<file path="config.mk">
export PLATFORM = sky130hd
export DESIGN_NAME = config_fuse_protection
export DESIGN_NICKNAME = d
export VERILOG_FILES = /design/src/hw/config_fuse_pkg.sv /design/src/hw/fuse_view_if.sv /design/src/hw/region_guard.sv /design/src/hw/watchdog_setup.sv /design/src/hw/config_fuse_protection.sv
export VERILOG_INCLUDE_DIRS = /design/src /design/src/hw
export SDC_FILE = /design/constraint.sdc
export NUM_CORES = 1
export LEC_CHECK = 0
export BUFFER_PORTS_ARGS = -buffer_cell sky130_fd_sc_hd__buf_2
export CAP_MARGIN = 25
export CORE_ASPECT_RATIO = 1.2
export CORE_MARGIN = 8
export CORE_UTILIZATION = 45
export DETAILED_ROUTE_END_ITERATION = 10
export HOLD_SLACK_MARGIN = 0.05
export PLACE_DENSITY_LB_ADDON = 0.3
export SYNTH_ARGS = -nofsm -noshare
export SYNTH_HDL_FRONTEND = slang
export SYNTH_SLANG_ARGS = --single-unit
</file>
<file path="constraint.sdc">
create_clock -name i_mclk -period 2.2 [get_ports i_mclk]
set_input_delay 0.33 -clock i_mclk [delete_from_list [all_inputs] [get_ports i_mclk]]
set_output_delay 0.33 -clock i_mclk [all_outputs]
set_load 0.02 [all_outputs]
</file>
<file path="src/hw/config_fuse_consts.svh">
// Constants for the configuration fuse protection block: addresses, field positions and defaults.
`ifndef CONFIG_FUSE_CONSTS_SVH
`define CONFIG_FUSE_CONSTS_SVH

// ****************************************************************
// Byte addresses of the configuration bytes held by this block.
// ****************************************************************
`define CFG_WDT_ADDR 22'h300003
`define CFG_DBG_ADDR 22'h300006
`define CFG_CP_LO_ADDR 22'h300008
`define CFG_CP_HI_ADDR 22'h300009
`define CFG_WR_LO_ADDR 22'h30000A
`define CFG_WR_HI_ADDR 22'h30000B
`define CFG_TR_LO_ADDR 22'h30000C
`define CFG_TR_HI_ADDR 22'h30000D

// ****************************************************************
// Implemented bits of each byte; the unprogrammed value is the same pattern.
// ****************************************************************
`define CFG_WDT_MASK 8'h0F
`define CFG_DBG_MASK 8'h85
`define CFG_CP_LO_MASK 8'h0F
`define CFG_CP_HI_MASK 8'hC0
`define CFG_WR_LO_MASK 8'h0F
`define CFG_WR_HI_MASK 8'hE0
`define CFG_TR_LO_MASK 8'h0F
`define CFG_TR_HI_MASK 8'h40

// ****************************************************************
// Field positions.
// ****************************************************************
`define WDT_EN_BIT 0
`define WDT_PS_LSB 1
`define WDT_PS_MSB 3
`define DEBUG_BIT 7
`define LOWV_PROG_BIT 2
`define STACK_RST_BIT 0
`define EEPROM_BIT 7
`define BOOT_BIT 6
`define CFG_WP_BIT 5

// ****************************************************************
// Memory regions.
// ****************************************************************
`define BOOT_END 22'h0001FF
`define BLK0_END 22'h001FFF
`define BLK1_END 22'h003FFF
`define BLK2_END 22'h005FFF
`define BLK3_END 22'h007FFF
`define CFG_BASE 22'h300000
`define CFG_WP_END 22'h3000FF

`endif

</file>
<file path="src/hw/config_fuse_pkg.sv">
// Types shared by the configuration fuse protection modules.
package config_fuse_pkg;

   typedef logic [7:0] byte_type;
   typedef logic [21:0] addr_type;

   typedef enum logic [2:0] {
      REGION_BOOT,
      REGION_BLK0,
      REGION_BLK1,
      REGION_BLK2,
      REGION_BLK3,
      REGION_FREE,
      REGION_CONFIG
   } region_type;

endpackage : config_fuse_pkg

</file>
<file path="src/hw/fuse_view_if.sv">
// Decoded view of the stored configuration bits, passed from the store to its users.
`timescale 1ns/1ps
interface fuse_view_if;
   logic [3:0] code_prot_n;
   logic [3:0] write_prot_n;
   logic [3:0] tread_prot_n;
   logic boot_code_n;
   logic boot_write_n;
   logic boot_tread_n;
   logic cfg_write_n;
   logic [2:0] wdt_sel;
   logic wdt_fuse_en;
   modport owner (output code_prot_n, write_prot_n, tread_prot_n, boot_code_n, boot_write_n,
                  boot_tread_n, cfg_write_n, wdt_sel, wdt_fuse_en);
   modport guard (input code_prot_n, write_prot_n, tread_prot_n, boot_code_n, boot_write_n,
                  boot_tread_n, cfg_write_n);
   modport wdog (input wdt_sel, wdt_fuse_en);
endinterface : fuse_view_if

</file>
<file path="src/hw/region_guard.sv">
// Address classification and protection decision for one table access.
`timescale 1ns/1ps
`include "config_fuse_consts.svh"
module region_guard
   import config_fuse_pkg::*;
(
   input wire addr_type i_tgt_addr,
   input wire addr_type i_exec_addr,
   input wire logic i_prog_mode,
   fuse_view_if.guard fuse,
   output logic o_cfg_hit,
   output logic o_rd_deny,
   output logic o_wr_deny
);

   function automatic region_type region_of(input addr_type a);
      region_type r;
      r = REGION_FREE;
      if (a <= `BOOT_END)
         r = REGION_BOOT;
      else if (a <= `BLK0_END)
         r = REGION_BLK0;
      else if (a <= `BLK1_END)
         r = REGION_BLK1;
      else if (a <= `BLK2_END)
         r = REGION_BLK2;
      else if (a <= `BLK3_END)
         r = REGION_BLK3;
      else if (a >= `CFG_BASE)
         r = REGION_CONFIG;
      return r;
   endfunction : region_of

   region_type tgt_region;
   region_type exec_region;
   logic [4:0] tgt_onehot;
   logic tgt_code_n;
   logic tgt_write_n;
   logic tgt_tread_n;
   logic same_region;
   logic cfg_wp_range;

   assign tgt_region = region_of(i_tgt_addr);
   assign exec_region = region_of(i_exec_addr);
   assign tgt_onehot = {tgt_region == REGION_BOOT, tgt_region == REGION_BLK3, tgt_region == REGION_BLK2,
                        tgt_region == REGION_BLK1, tgt_region == REGION_BLK0};
   // Each selected block takes its own protection bit; a region outside the blocks sees all ones.
   assign tgt_code_n = &({fuse.boot_code_n, fuse.code_prot_n} | ~tgt_onehot);
   assign tgt_write_n = &({fuse.boot_write_n, fuse.write_prot_n} | ~tgt_onehot);
   assign tgt_tread_n = &({fuse.boot_tread_n, fuse.tread_prot_n} | ~tgt_onehot);
   assign same_region = (tgt_region == exec_region);
   assign cfg_wp_range = (i_tgt_addr >= `CFG_BASE) && (i_tgt_addr <= `CFG_WP_END);

   assign o_cfg_hit = (tgt_region == REGION_CONFIG);
   // A programmer is stopped by code protection; running code by cross-block read protection.
   assign o_rd_deny = i_prog_mode ? ~tgt_code_n : (~tgt_tread_n & ~same_region);
   assign o_wr_deny = ~tgt_write_n | (cfg_wp_range & ~fuse.cfg_write_n);

endmodule : region_guard

</file>
<file path="src/hw/watchdog_setup.sv">
// Watchdog run state and postscale ratio derived from the configuration bits.
`timescale 1ns/1ps
module watchdog_setup
   import config_fuse_pkg::*;
(
   input wire logic i_mclk,
   input wire logic i_resetn,
   input wire logic i_soft_en,
   fuse_view_if.wdog fuse,
   output logic o_run,
   output logic [7:0] o_divide
);

   logic run_d;
   logic [7:0] divide_d;

   assign run_d = fuse.wdt_fuse_en | i_soft_en;
   assign divide_d = 8'h01 << fuse.wdt_sel;

   always_ff @(posedge i_mclk or negedge i_resetn)
   begin
      if (!i_resetn)
      begin
         o_run <= 1'b1;
         o_divide <= 8'h80;
      end
      else
      begin
         o_run <= run_d;
         o_divide <= divide_d;
      end
   end

endmodule : watchdog_setup

</file>
<file path="src/hw/config_fuse_protection.sv">
// Configuration fuse bank with table access port and protection decisions.
`timescale 1ns/1ps
`include "config_fuse_consts.svh"
module config_fuse_protection
   import config_fuse_pkg::*;
(
   input wire logic i_mclk,
   input wire logic i_resetn,
   input wire logic i_prog_mode,
   input wire logic i_tbl_rd,
   input wire logic i_tbl_wr,
   input wire addr_type i_tbl_addr,
   input wire byte_type i_tbl_wdata,
   input wire addr_type i_exec_addr,
   input wire byte_type i_mem_rdata,
   input wire logic i_soft_wdt_en,
   input wire logic i_lowv_entry_req,
   input wire logic i_stack_full,
   input wire logic i_stack_underflow,
   input wire logic i_ee_wr_req,
   output logic o_tbl_done,
   output byte_type o_tbl_rdata,
   output logic o_tbl_denied,
   output logic o_mem_wr,
   output addr_type o_mem_addr,
   output byte_type o_mem_wdata,
   output logic o_ee_wr,
   output logic o_ee_wr_blocked,
   output logic o_lowv_accept,
   output logic o_lowv_refused,
   output logic o_stack_reset,
   output logic o_portb_pin6_debug,
   output logic o_portb_pin7_debug,
   output logic [5:0] o_code_protect,
   output logic o_wdt_run,
   output logic [7:0] o_wdt_divide
);

   // ****************************************************************
   // Slot tables: one entry per stored configuration byte.
   // ****************************************************************
   localparam int NUM_SLOTS = 8;
   localparam addr_type SLOT_ADDR [0:NUM_SLOTS-1] = '{`CFG_WDT_ADDR, `CFG_DBG_ADDR, `CFG_CP_LO_ADDR,
      `CFG_CP_HI_ADDR, `CFG_WR_LO_ADDR, `CFG_WR_HI_ADDR, `CFG_TR_LO_ADDR, `CFG_TR_HI_ADDR};
   localparam byte_type SLOT_MASK [0:NUM_SLOTS-1] = '{`CFG_WDT_MASK, `CFG_DBG_MASK, `CFG_CP_LO_MASK,
      `CFG_CP_HI_MASK, `CFG_WR_LO_MASK, `CFG_WR_HI_MASK, `CFG_TR_LO_MASK, `CFG_TR_HI_MASK};
   localparam logic [NUM_SLOTS-1:0] SLOT_CLEAR_ONLY = 8'h0C;
   localparam byte_type USER_LOCK_BITS = 8'h01 << `CFG_WP_BIT;
   localparam int WDT_SLOT = 0;
   localparam int DBG_SLOT = 1;
   localparam int CP_LO_SLOT = 2;
   localparam int CP_HI_SLOT = 3;
   localparam int WR_LO_SLOT = 4;
   localparam int WR_HI_SLOT = 5;
   localparam int TR_LO_SLOT = 6;
   localparam int TR_HI_SLOT = 7;

   // ****************************************************************
   // Storage and decode.
   // ****************************************************************
   byte_type fuse_q [0:NUM_SLOTS-1];
   logic [NUM_SLOTS-1:0] slot_hit;
   byte_type slot_rdata [0:NUM_SLOTS-1];
   byte_type cfg_rdata;
   logic rd_go;
   logic wr_go;
   logic cfg_hit;
   logic rd_deny;
   logic wr_deny;
   logic cfg_wr_go;
   logic mem_wr_go;
   logic ee_write_n;
   logic ee_code_n;
   logic lowv_prog_en;
   logic stack_rst_en;
   logic stack_fault;

   fuse_view_if fuse ();

   // A read wins over a write presented in the same cycle; the write is dropped.
   assign rd_go = i_tbl_rd;
   assign wr_go = i_tbl_wr & ~i_tbl_rd;
   assign cfg_wr_go = wr_go & cfg_hit & ~wr_deny;
   assign mem_wr_go = wr_go & ~cfg_hit & ~wr_deny;

   genvar gi;
   generate
      for (gi = 0; gi < NUM_SLOTS; gi++)
      begin : g_slot
         byte_type new_val;
         byte_type lock_bits;
         byte_type store_val;

         assign slot_hit[gi] = (i_tbl_addr == SLOT_ADDR[gi]);
         // Clear-only bytes can only lose ones through this path.
         assign new_val = SLOT_CLEAR_ONLY[gi] ? (fuse_q[gi] & i_tbl_wdata) : i_tbl_wdata;
         assign lock_bits = (gi == WR_HI_SLOT && !i_prog_mode) ? USER_LOCK_BITS : 8'h00;
         assign store_val = ((new_val & ~lock_bits) | (fuse_q[gi] & lock_bits)) & SLOT_MASK[gi];
         assign slot_rdata[gi] = slot_hit[gi] ? (fuse_q[gi] & SLOT_MASK[gi]) : 8'h00;

         always_ff @(posedge i_mclk or negedge i_resetn)
         begin
            if (!i_resetn)
               fuse_q[gi] <= SLOT_MASK[gi];
            else if (cfg_wr_go && slot_hit[gi])
               fuse_q[gi] <= store_val;
         end
      end
   endgenerate

   // Bytes of the configuration space that are not held here read as zero.
   always_comb
   begin
      cfg_rdata = 8'h00;
      for (int k = 0; k < NUM_SLOTS; k++)
         cfg_rdata = cfg_rdata | slot_rdata[k];
   end

   // ****************************************************************
   // Decoded fuse view.
   // ****************************************************************
   assign fuse.wdt_sel = fuse_q[WDT_SLOT][`WDT_PS_MSB:`WDT_PS_LSB];
   assign fuse.wdt_fuse_en = fuse_q[WDT_SLOT][`WDT_EN_BIT];
   assign fuse.code_prot_n = fuse_q[CP_LO_SLOT][3:0];
   assign fuse.boot_code_n = fuse_q[CP_HI_SLOT][`BOOT_BIT];
   assign fuse.write_prot_n = fuse_q[WR_LO_SLOT][3:0];
   assign fuse.boot_write_n = fuse_q[WR_HI_SLOT][`BOOT_BIT];
   assign fuse.cfg_write_n = fuse_q[WR_HI_SLOT][`CFG_WP_BIT];
   assign fuse.tread_prot_n = fuse_q[TR_LO_SLOT][3:0];
   assign fuse.boot_tread_n = fuse_q[TR_HI_SLOT][`BOOT_BIT];
   assign ee_code_n = fuse_q[CP_HI_SLOT][`EEPROM_BIT];
   assign ee_write_n = fuse_q[WR_HI_SLOT][`EEPROM_BIT];
   assign lowv_prog_en = fuse_q[DBG_SLOT][`LOWV_PROG_BIT];
   assign stack_rst_en = fuse_q[DBG_SLOT][`STACK_RST_BIT];
   assign stack_fault = i_stack_full | i_stack_underflow;

   // ****************************************************************
   // Sub-blocks.
   // ****************************************************************
   region_guard u_guard (
      .i_tgt_addr(i_tbl_addr),
      .i_exec_addr(i_exec_addr),
      .i_prog_mode(i_prog_mode),
      .fuse(fuse.guard),
      .o_cfg_hit(cfg_hit),
      .o_rd_deny(rd_deny),
      .o_wr_deny(wr_deny)
   );

   watchdog_setup u_wdog (
      .i_mclk(i_mclk),
      .i_resetn(i_resetn),
      .i_soft_en(i_soft_wdt_en),
      .fuse(fuse.wdog),
      .o_run(o_wdt_run),
      .o_divide(o_wdt_divide)
   );

   // ****************************************************************
   // Table access answer.
   // ****************************************************************
   always_ff @(posedge i_mclk or negedge i_resetn)
   begin
      if (!i_resetn)
      begin
         o_tbl_done <= 1'b0;
         o_tbl_rdata <= 8'h00;
         o_tbl_denied <= 1'b0;
      end
      else
      begin
         o_tbl_done <= rd_go | wr_go;
         o_tbl_denied <= (rd_go & ~cfg_hit & rd_deny) | (wr_go & wr_deny);
         if (rd_go)
            o_tbl_rdata <= cfg_hit ? cfg_rdata : (rd_deny ? 8'h00 : i_mem_rdata);
         else
            o_tbl_rdata <= 8'h00;
      end
   end

   // Program memory writes are forwarded one cycle later as a single byte strobe.
   always_ff @(posedge i_mclk or negedge i_resetn)
   begin
      if (!i_resetn)
      begin
         o_mem_wr <= 1'b0;
         o_mem_addr <= 22'h000000;
         o_mem_wdata <= 8'h00;
      end
      else
      begin
         o_mem_wr <= mem_wr_go;
         if (mem_wr_go)
         begin
            o_mem_addr <= i_tbl_addr;
            o_mem_wdata <= i_tbl_wdata;
         end
      end
   end

   // ****************************************************************
   // Data eeprom, programming entry and stack fault.
   // ****************************************************************
   always_ff @(posedge i_mclk or negedge i_resetn)
   begin
      if (!i_resetn)
      begin
         o_ee_wr <= 1'b0;
         o_ee_wr_blocked <= 1'b0;
         o_lowv_accept <= 1'b0;
         o_lowv_refused <= 1'b0;
         o_stack_reset <= 1'b0;
      end
      else
      begin
         o_ee_wr <= i_ee_wr_req & ee_write_n;
         o_ee_wr_blocked <= i_ee_wr_req & ~ee_write_n;
         o_lowv_accept <= i_lowv_entry_req & lowv_prog_en;
         o_lowv_refused <= i_lowv_entry_req & ~lowv_prog_en;
         o_stack_reset <= stack_fault & stack_rst_en;
      end
   end

   // ****************************************************************
   // Level outputs.
   // ****************************************************************
   // The debug pins are claimed only while the debugger bit is programmed low.
   always_ff @(posedge i_mclk or negedge i_resetn)
   begin
      if (!i_resetn)
      begin
         o_portb_pin6_debug <= 1'b0;
         o_portb_pin7_debug <= 1'b0;
         o_code_protect <= 6'h00;
      end
      else
      begin
         o_portb_pin6_debug <= ~fuse_q[DBG_SLOT][`DEBUG_BIT];
         o_portb_pin7_debug <= ~fuse_q[DBG_SLOT][`DEBUG_BIT];
         o_code_protect <= ~{ee_code_n, fuse.boot_code_n, fuse.code_prot_n};
      end
   end

endmodule : config_fuse_protection

</file>
# Word level (Yosys, flattened, before mapping)
# Cells that the tools add are included.
word_totals:
  regBits: 87
  latchBits: 0
  ram_bits: 0
  rom_bits: 0
  n_memories: 0
op_classes:
  addsub: 0
  mul: 0
  div_mod_pow: 0
  n_lt_le_gt_ge: 13
  eq_ne: 14
  n_shift: 1
  muxes: 25
  n_bitwise: 49
  reduce_logical: 13
op_table:
  columns: ["operator", "n"]
  rows:
  - ["$eq A22 B22 Y1 const B", 8]
  - ["$le A22 B15 Y1 const B", 4]
  - ["$mux W8", 6]
  - ["$or A8 B8 Y8", 6]
  - ["$ge A22 B22 Y1 const B", 2]
  - ["$le A22 B13 Y1 const B", 2]
  - ["$le A22 B14 Y1 const B", 2]
  - ["$le A22 B9 Y1 const B", 2]
  - ["$mux W3", 10]
  - ["$le A22 B22 Y1 const B", 1]
  - ["$and A8 B8 Y8", 2]
  - ["$mux W4", 4]
  - ["$and A1 B1 Y1", 15]
  - ["$or A5 B5 Y5", 3]
  - ["$reduce_and A5 Y1", 3]
  - ["$not A1 Y1", 11]
  - ["$logic_and A1 B1 Y1", 9]
  - ["$and A8 B6 Y8", 1]
  - ["$not A6 Y8", 1]
  - ["$or A4 B8 Y8", 1]
  - ["$or A8 B4 Y8", 1]
  - ["$shl A1 B3 Y8 const A", 1]
  - ["$mux W7", 1]
  - ["$eq A3 B2 Y1 const B", 2]
  - ["other kinds (11)", 17]

# Depth between registers and ports, before layout
logic_depth:
  depth_word: 17
  mapped_depth: 9
  depth_no_buf: 7

# Hierarchy
# A second synthesis with hierarchy kept.
hier_totals:
  cells_unflattened: 317
  hier_area_um2: 3940.0
modules_own_cells:
  columns: ["mod", "instances", "cells_per_inst", "area_per_inst_um2"]
  rows:
  - ["config_fuse_protection", 1, 241, 3246.9]
  - ["region_guard", 1, 58, 394.1]
  - ["watchdog_setup", 1, 18, 299.0]

# Worst setup path before layout
# No wires, ideal clock.
synth_path:
  kind: "input to register"
  startpoint: "in i_tbl_addr[15]"
  endpoint: "reg fuse_q (netlist bit fuse.tread_prot_n[0])"
  t_arrival_ns: 2.448
  t_required_ns: 2.118
  setup_slack_ns: -0.330
  cell_stages: 8
  path_buffers: 2
  cell_sequence: "or3_4 > or3_1 > buf_6 > or4_4 > and4b_1 > buf_6 > nand2_1 > mux2_2"
synth_via:
  elab_chain_len: 16
  elab_cells_between_ends: 31
  cone_classes: "7 x order compare; 6 x eq/ne; 6 x mux; 8 x bitwise; 4 x reduce/logical"
synth_rtl:
  columns: ["item", "line_no", "rtl"]
  rows:
  - ["start: declaration", "config_fuse_protection.sv:12", "input wire addr_type i_tbl_addr,"]
  - ["$ge A22 B22 Y1 (no line)", null, null]
  - ["$mux W2", "region_guard.sv:29", "else if (a >= `CFG_BASE)"]
  - ["$mux W3", "region_guard.sv:27", "else if (a <= `BLK3_END)"]
  - ["$mux W3", "region_guard.sv:25", "else if (a <= `BLK2_END)"]
  - ["$mux W3", "region_guard.sv:23", "else if (a <= `BLK1_END)"]
  - ["$mux W3", "region_guard.sv:21", "else if (a <= `BLK0_END)"]
  - ["$mux W3", "region_guard.sv:19", "if (a <= `BOOT_END)"]
  - ["$eq A3 B1 Y1 (tied with other cells)", "region_guard.sv:46", "tgt_region == REGION_BLK1, tgt_region == REGION_BLK0};"]
  - ["$not A5 Y5", "region_guard.sv:49", "assign tgt_write_n = &({fuse.boot_write_n, fuse.write_prot_n} | ~tgt_onehot);"]
  - ["$or A5 B5 Y5", "region_guard.sv:49", null]
  - ["$reduce_and A5 Y1", "region_guard.sv:49", null]
  - ["$not A1 Y1", "region_guard.sv:57", "assign o_wr_deny = ~tgt_write_n | (cfg_wp_range & ~fuse.cfg_write_n);"]
  - ["$or A1 B1 Y1", "region_guard.sv:57", null]
  - ["$not A1 Y1", "config_fuse_protection.sv:83", "assign cfg_wr_go = wr_go & cfg_hit & ~wr_deny;"]
  - ["$and A1 B1 Y1", "config_fuse_protection.sv:83", null]
  - ["$logic_and A1 B1 Y1 (*)", "config_fuse_protection.sv:105", "else if (cfg_wr_go && slot_hit[gi])"]
  - ["end signal: indexed assignment", "config_fuse_protection.sv:104", "fuse_q[gi] <= SLOT_MASK[gi];"]
  - ["end signal: indexed assignment", "config_fuse_protection.sv:106", "fuse_q[gi] <= store_val;"]
  - ["end: declaration", "config_fuse_protection.sv:61", "byte_type fuse_q [0:NUM_SLOTS-1];"]
# Mark *: on every way between the ends. The rest lies on a longest branch, timed or not.
# A chain may end at the register's enable or synchronous reset.

# Worst setup path in the final report
layout_path:
  startpoint: "in i_tbl_addr[15]"
  endpoint: "reg o_mem_addr[11]"
layout_via:
  elab_chain_len: 15
  elab_cells_between_ends: 30
  cone_classes: "7 x order compare; 5 x eq/ne; 6 x mux; 9 x bitwise; 3 x reduce/logical"
layout_rtl:
  columns: ["item", "line_no", "rtl"]
  rows:
  - ["$ge A22 B22 Y1 (no line)", null, null]
  - ["$mux W2", "region_guard.sv:29", null]
  - ["$mux W3", "region_guard.sv:27", null]
  - ["$mux W3", "region_guard.sv:25", null]
  - ["$mux W3", "region_guard.sv:23", null]
  - ["$mux W3", "region_guard.sv:21", null]
  - ["$mux W3", "region_guard.sv:19", null]
  - ["$eq A3 B1 Y1 (tied with other cells)", "region_guard.sv:46", null]
  - ["$not A5 Y5", "region_guard.sv:49", null]
  - ["$or A5 B5 Y5", "region_guard.sv:49", null]
  - ["$reduce_and A5 Y1", "region_guard.sv:49", null]
  - ["$not A1 Y1", "region_guard.sv:57", null]
  - ["$or A1 B1 Y1", "region_guard.sv:57", null]
  - ["$not A1 Y1", "config_fuse_protection.sv:84", "assign mem_wr_go = wr_go & ~cfg_hit & ~wr_deny;"]
  - ["$and A1 B1 Y1 (*)", "config_fuse_protection.sv:84", null]
  - ["end signal: assignment", "config_fuse_protection.sv:195", "o_mem_addr <= i_tbl_addr;"]
  - ["end: declaration", "config_fuse_protection.sv:25", "output addr_type o_mem_addr,"]
# Marked as above.

==> Implementation_results.wiki <==
{| class="wikitable"
! Metric !! Value
|-
| Max stage delay cell, worst path || sky130_fd_sc_hd__or4_4
|-
| Leading post-synthesis cells by cell area || sky130_fd_sc_hd__dfrtp_1 39%, sky130_fd_sc_hd__dfstp_2 18%, sky130_fd_sc_hd__mux2_2 14%
|-
| Max Clk Rate || ~440 MHz
|-
| Routability cong. || around 0.9
|-
| Sink count of the clock tree || 87
|-
| Antenna-violating nets left || 0
|-
| Register clock-pin slew on the reported worst setup and hold paths || around 0.10 ns
|-
| Synthesis warning total || 0
|-
| Final Max Tran Viols || 0
|-
| Max-Cap Viols || 0
|-
| Worst Setup Path Type || primary input to flop
|-
| Power density normalized to cell area || between 700 and 800 nW/um^2
|-
| Number of placement rows || 37
|-
| Outcome || complete, but fails checks
|-
| DR pass1 iterations || 4
|-
| Maximum clock skew at final layout || roughly 0.014 ns
|-
| Via density per instance || a little over 5
|-
| Setup ws final || -0.0709 ns
|-
| Internal reg-to-reg setup slack || -0.01 ns
|-
| Number of placed instances, taps included || between 500 and 600
|-
| Number of remaining DRC errors || 0
|-
| Die H || between 100 and 150 microns
|-
| Later-pin clock latency in the skew report || 0.37 ns
|-
| Number of antenna repair diodes || 0
|-
| Total number of vias || between 3000 and 4000
|-
| Logic depth of the worst register-to-register path || 9
|-
| Starting density of the core || 0.456
|-
| Hold violation total from the final report || 0
|-
| Final setup violating endpoints || 26
|-
| Die outline width || 101 microns
|-
| Die area || around 12000 sq um
|-
| Number of enable-type register cells in the synthesized netlist || 0
|-
| NumNets Final || about 560
|-
| Hpwl dp || around 8000 microns
|-
| Yosys cell types || 55
|-
| Maximum vdd ir drop || approximately 0.46 mV
|-
| Largest net degree at the start of global routing || 41
|-
| Async set-reset flop share out of synthesis || 1.00
|-
| Syn avg cell area || 12.0 sq um
|-
| WL final || roughly 11000 microns
|-
| Clock tree from TritonCTS || done
|-
| Share of the core filled with cells || 0.619
|-
| Slew headroom || 0.688
|-
| Top Ports || roughly 130
|-
| Global-route wire length before repair || about 18000 microns
|-
| Crit path from || i_tbl_addr[15]
|-
| Count of input and output buffers || ~120
|-
| Setup TNS after final layout || -1.32 ns
|-
| Vias in the first global route || 3488
|-
| Number of antenna violations at the first check in global routing || 0
|-
| CP Capture Type || flop
|-
| Period Utilization, post-route || 1.03
|-
| Most used cell along the critical path || sky130_fd_sc_hd__or3_4
|-
| Peak per-stage delay on the critical path || 0.51 ns
|-
| Leakage power summed over all cells || about 2.5 nW
|-
| Share of cells above drive strength 1 || 0.576
|-
| Area inside the core boundary || about 8500 sq um
|-
| Number of instances in the synthesized netlist || ~320
|-
| Placed cell areas || about 5000 sq um
|-
| Reg-to-reg critical path startpoint || fuse.write_prot_n[3]$_DFFE_PN1P_
|-
| Leading area contributor after synthesis || sky130_fd_sc_hd__dfrtp_1
|-
| Arrival time at the worst endpoint || ~2.5 ns
|-
| Highest fanout seen on the critical path || 5
|-
| Wire length per cell after detailed routing || roughly 18 microns
|-
| Num CTS Buffers || 9
|-
| Worst Max-Slew Pin Slew || between 0.4 and 0.5 ns
|-
| RSZ-0062 raised after global routing || true
|-
| Final instance area || between 5000 and 6000 sq um
|-
| Violated checks || negative setup slack
|-
| Overflow after GRT || 0
|-
| Total of flip-flops plus latches after synthesis || 87
|-
| Net count after synthesis || ~390
|-
| Share of the yosys chip area belonging to registers || 0.573
|-
| CP Cell Sequence || buf_6 -> or3_4 -> or3_4 -> or4_4 -> o21ai_4 -> nor4b_4 -> buf_4 -> clkbuf_16 -> mux2_4
|-
| Area share of the leading cell type in the synthesized netlist || 0.389
|-
| Required time of the critical path || about 2.5 ns
|-
| Filler-free cell count of the finished design || 608
|-
| End of the worst register-to-register path || o_mem_addr[4]$_DFFE_PN0P_
|-
| Area Growth Syn to Fin || 35.8%
|-
| Cell chosen for the clock root || sky130_fd_sc_hd__clkbuf_8
|-
| Critical path startpoint category || primary input
|-
| Initial drt markers || approximately 190
|-
| Post-synthesis instance area || about 3900 sq um
|-
| Min Tclk post-route || around 2.3 ns
|-
| Top flip-flop cell by instance count after synthesis || sky130_fd_sc_hd__dfrtp_1
|-
| H-tree Lvls || 3
|-
| Global router's overall resource usage || 0.190
|-
| Max Root-Sink Buffers || 2
|-
| Worst setup path endpoint || o_mem_addr[11]$_DFFE_PN0P_
|-
| Class of the tightest hold or removal check || primary input to flop
|}
## metrics by stage
step	hold slack (ns)	power, mW	setup WS [ns]
after floorplan	0.0344	2.11	-0.279
after global placement	0.224	2.41	-0.608
after detailed placement	0.227	2.42	-0.606
after CTS	0.152	3.72	-0.0503
after global routing	0.155	3.83	-0.142
final	0.159	3.67	-0.0709
## report_power, final
group	switching, mW	internal [mW]
logic	0.372	0.275
clock network	0.614	0.651
registers	0.0486	1.71
total	1.03	2.64
## flip-flops by register name (all words and copies together), names as in the netlist, 3 cells and up, named ones only
name and flops:
o_mem_addr 22, o_mem_wdata 8, o_tbl_rdata 8, u_wdog.o_divide 8
o_code_protect 6, fuse.code_prot_n 4, fuse.tread_prot_n 4, fuse.write_prot_n 4
fuse.wdt_sel 3, fuse_q 3
## layer usage
layer,global-route usage,wire length (microns)
met5,0,0
met4,0.0891,274
met3,0.0503,812
met2,0.319,5270
met1,0.218,4320
## worst min-delay path by stage
stage	to	depth (start not counted)	startpoint	slack (ns)
global route	u_wdog.o_run$_DFF_PN1_	2	i_soft_wdt_en	0.15
CTS	o_stack_reset$_DFF_PN0_	2	i_stack_full	0.15
detailed placement	o_mem_wdata[6]$_DFFE_PN0P_	1	i_resetn	0.23
global placement	o_mem_addr[6]$_DFFE_PN0P_	1	i_resetn	0.22
floorplan	o_code_protect[0]$_DFF_PN0_	0	i_resetn	0.03
finish	o_stack_reset$_DFF_PN0_	2	i_stack_full	0.16
## critical path: cells and delay by family
| kind | cells | cell delay (ns) |
|---|---|---|
| buffers and inverters | 3 | 0.39 |
| AND/OR/NAND/NOR | 4 | 1.33 |
| multiplexers | 1 | 0.29 |
| AO/OA/AOI/OAI | 1 | 0.18 |
## layout make-up
class	instances	area (sq um)
inverter	10	37.5
fill	704	3230
clock buffer	9	124
clock inverter	7	101
timing repair buffer	168	1020
multi-input combinational	210	1600
tap	117	146
sequential	87	2210
## what timing repair did
item	4_1_cts	5_1_grt
resized for setup	18	2
setup endpoints to repair	57	35
buffers inserted	6	2
hold buffers	1	0
gates cloned	2	0
hold endpoints to repair	15	0
pin swaps	2	2
## cells by family after synthesis
logic type,synth area share
compound gates,0.0739
flops,0.573
mux,0.151
simple gates,0.162
xor+xnor,0.00681
buf+inv,0.0343
## cells in the mapped netlist (all sizes together), types with 4 or more instances
cell / n
nor4: 7
nand3: 5
a21oi: 4
or4: 4
nand2: 28
inv: 10
nor3b: 4
clkbuf: 7
nor2: 26
buf: 7
o21ai: 10
dfrtp: 60
mux2: 49
dfstp: 27
a22oi: 4
nor3: 13
## cell usage in the layout, fill, tap and decap left out, types with 3 or more instances in the layout
master                     Yosys  routed
sky130_fd_sc_hd__dfrtp_1      60      60
sky130_fd_sc_hd__inv_1        10      10
sky130_fd_sc_hd__o21ai_0       8       5
sky130_fd_sc_hd__and2_1        3       3
sky130_fd_sc_hd__buf_4         1      41
sky130_fd_sc_hd__nor3b_1       4       4
sky130_fd_sc_hd__nor4_1        7       7
sky130_fd_sc_hd__or2_2         3       3
sky130_fd_sc_hd__a22oi_1       4       4
sky130_fd_sc_hd__clkbuf_8      0       9
sky130_fd_sc_hd__nor2_1       26      26
sky130_fd_sc_hd__buf_12        0       3
sky130_fd_sc_hd__buf_2         1     121
sky130_fd_sc_hd__nor3_1       12      12
sky130_fd_sc_hd__nand3b_1      3       3
sky130_fd_sc_hd__and3b_1       3       3
sky130_fd_sc_hd__a21oi_1       4       4
sky130_fd_sc_hd__mux2_2       48      47
sky130_fd_sc_hd__nand3_1       5       5
sky130_fd_sc_hd__a31oi_1       3       3
sky130_fd_sc_hd__o21ai_1       1       3
sky130_fd_sc_hd__nand2_1      27      23
sky130_fd_sc_hd__inv_6         0       3
sky130_fd_sc_hd__mux2i_1       3       3
sky130_fd_sc_hd__dfstp_2      27      27
sky130_fd_sc_hd__nand2_2       1       5
Power figures use the tool's default switching activity.
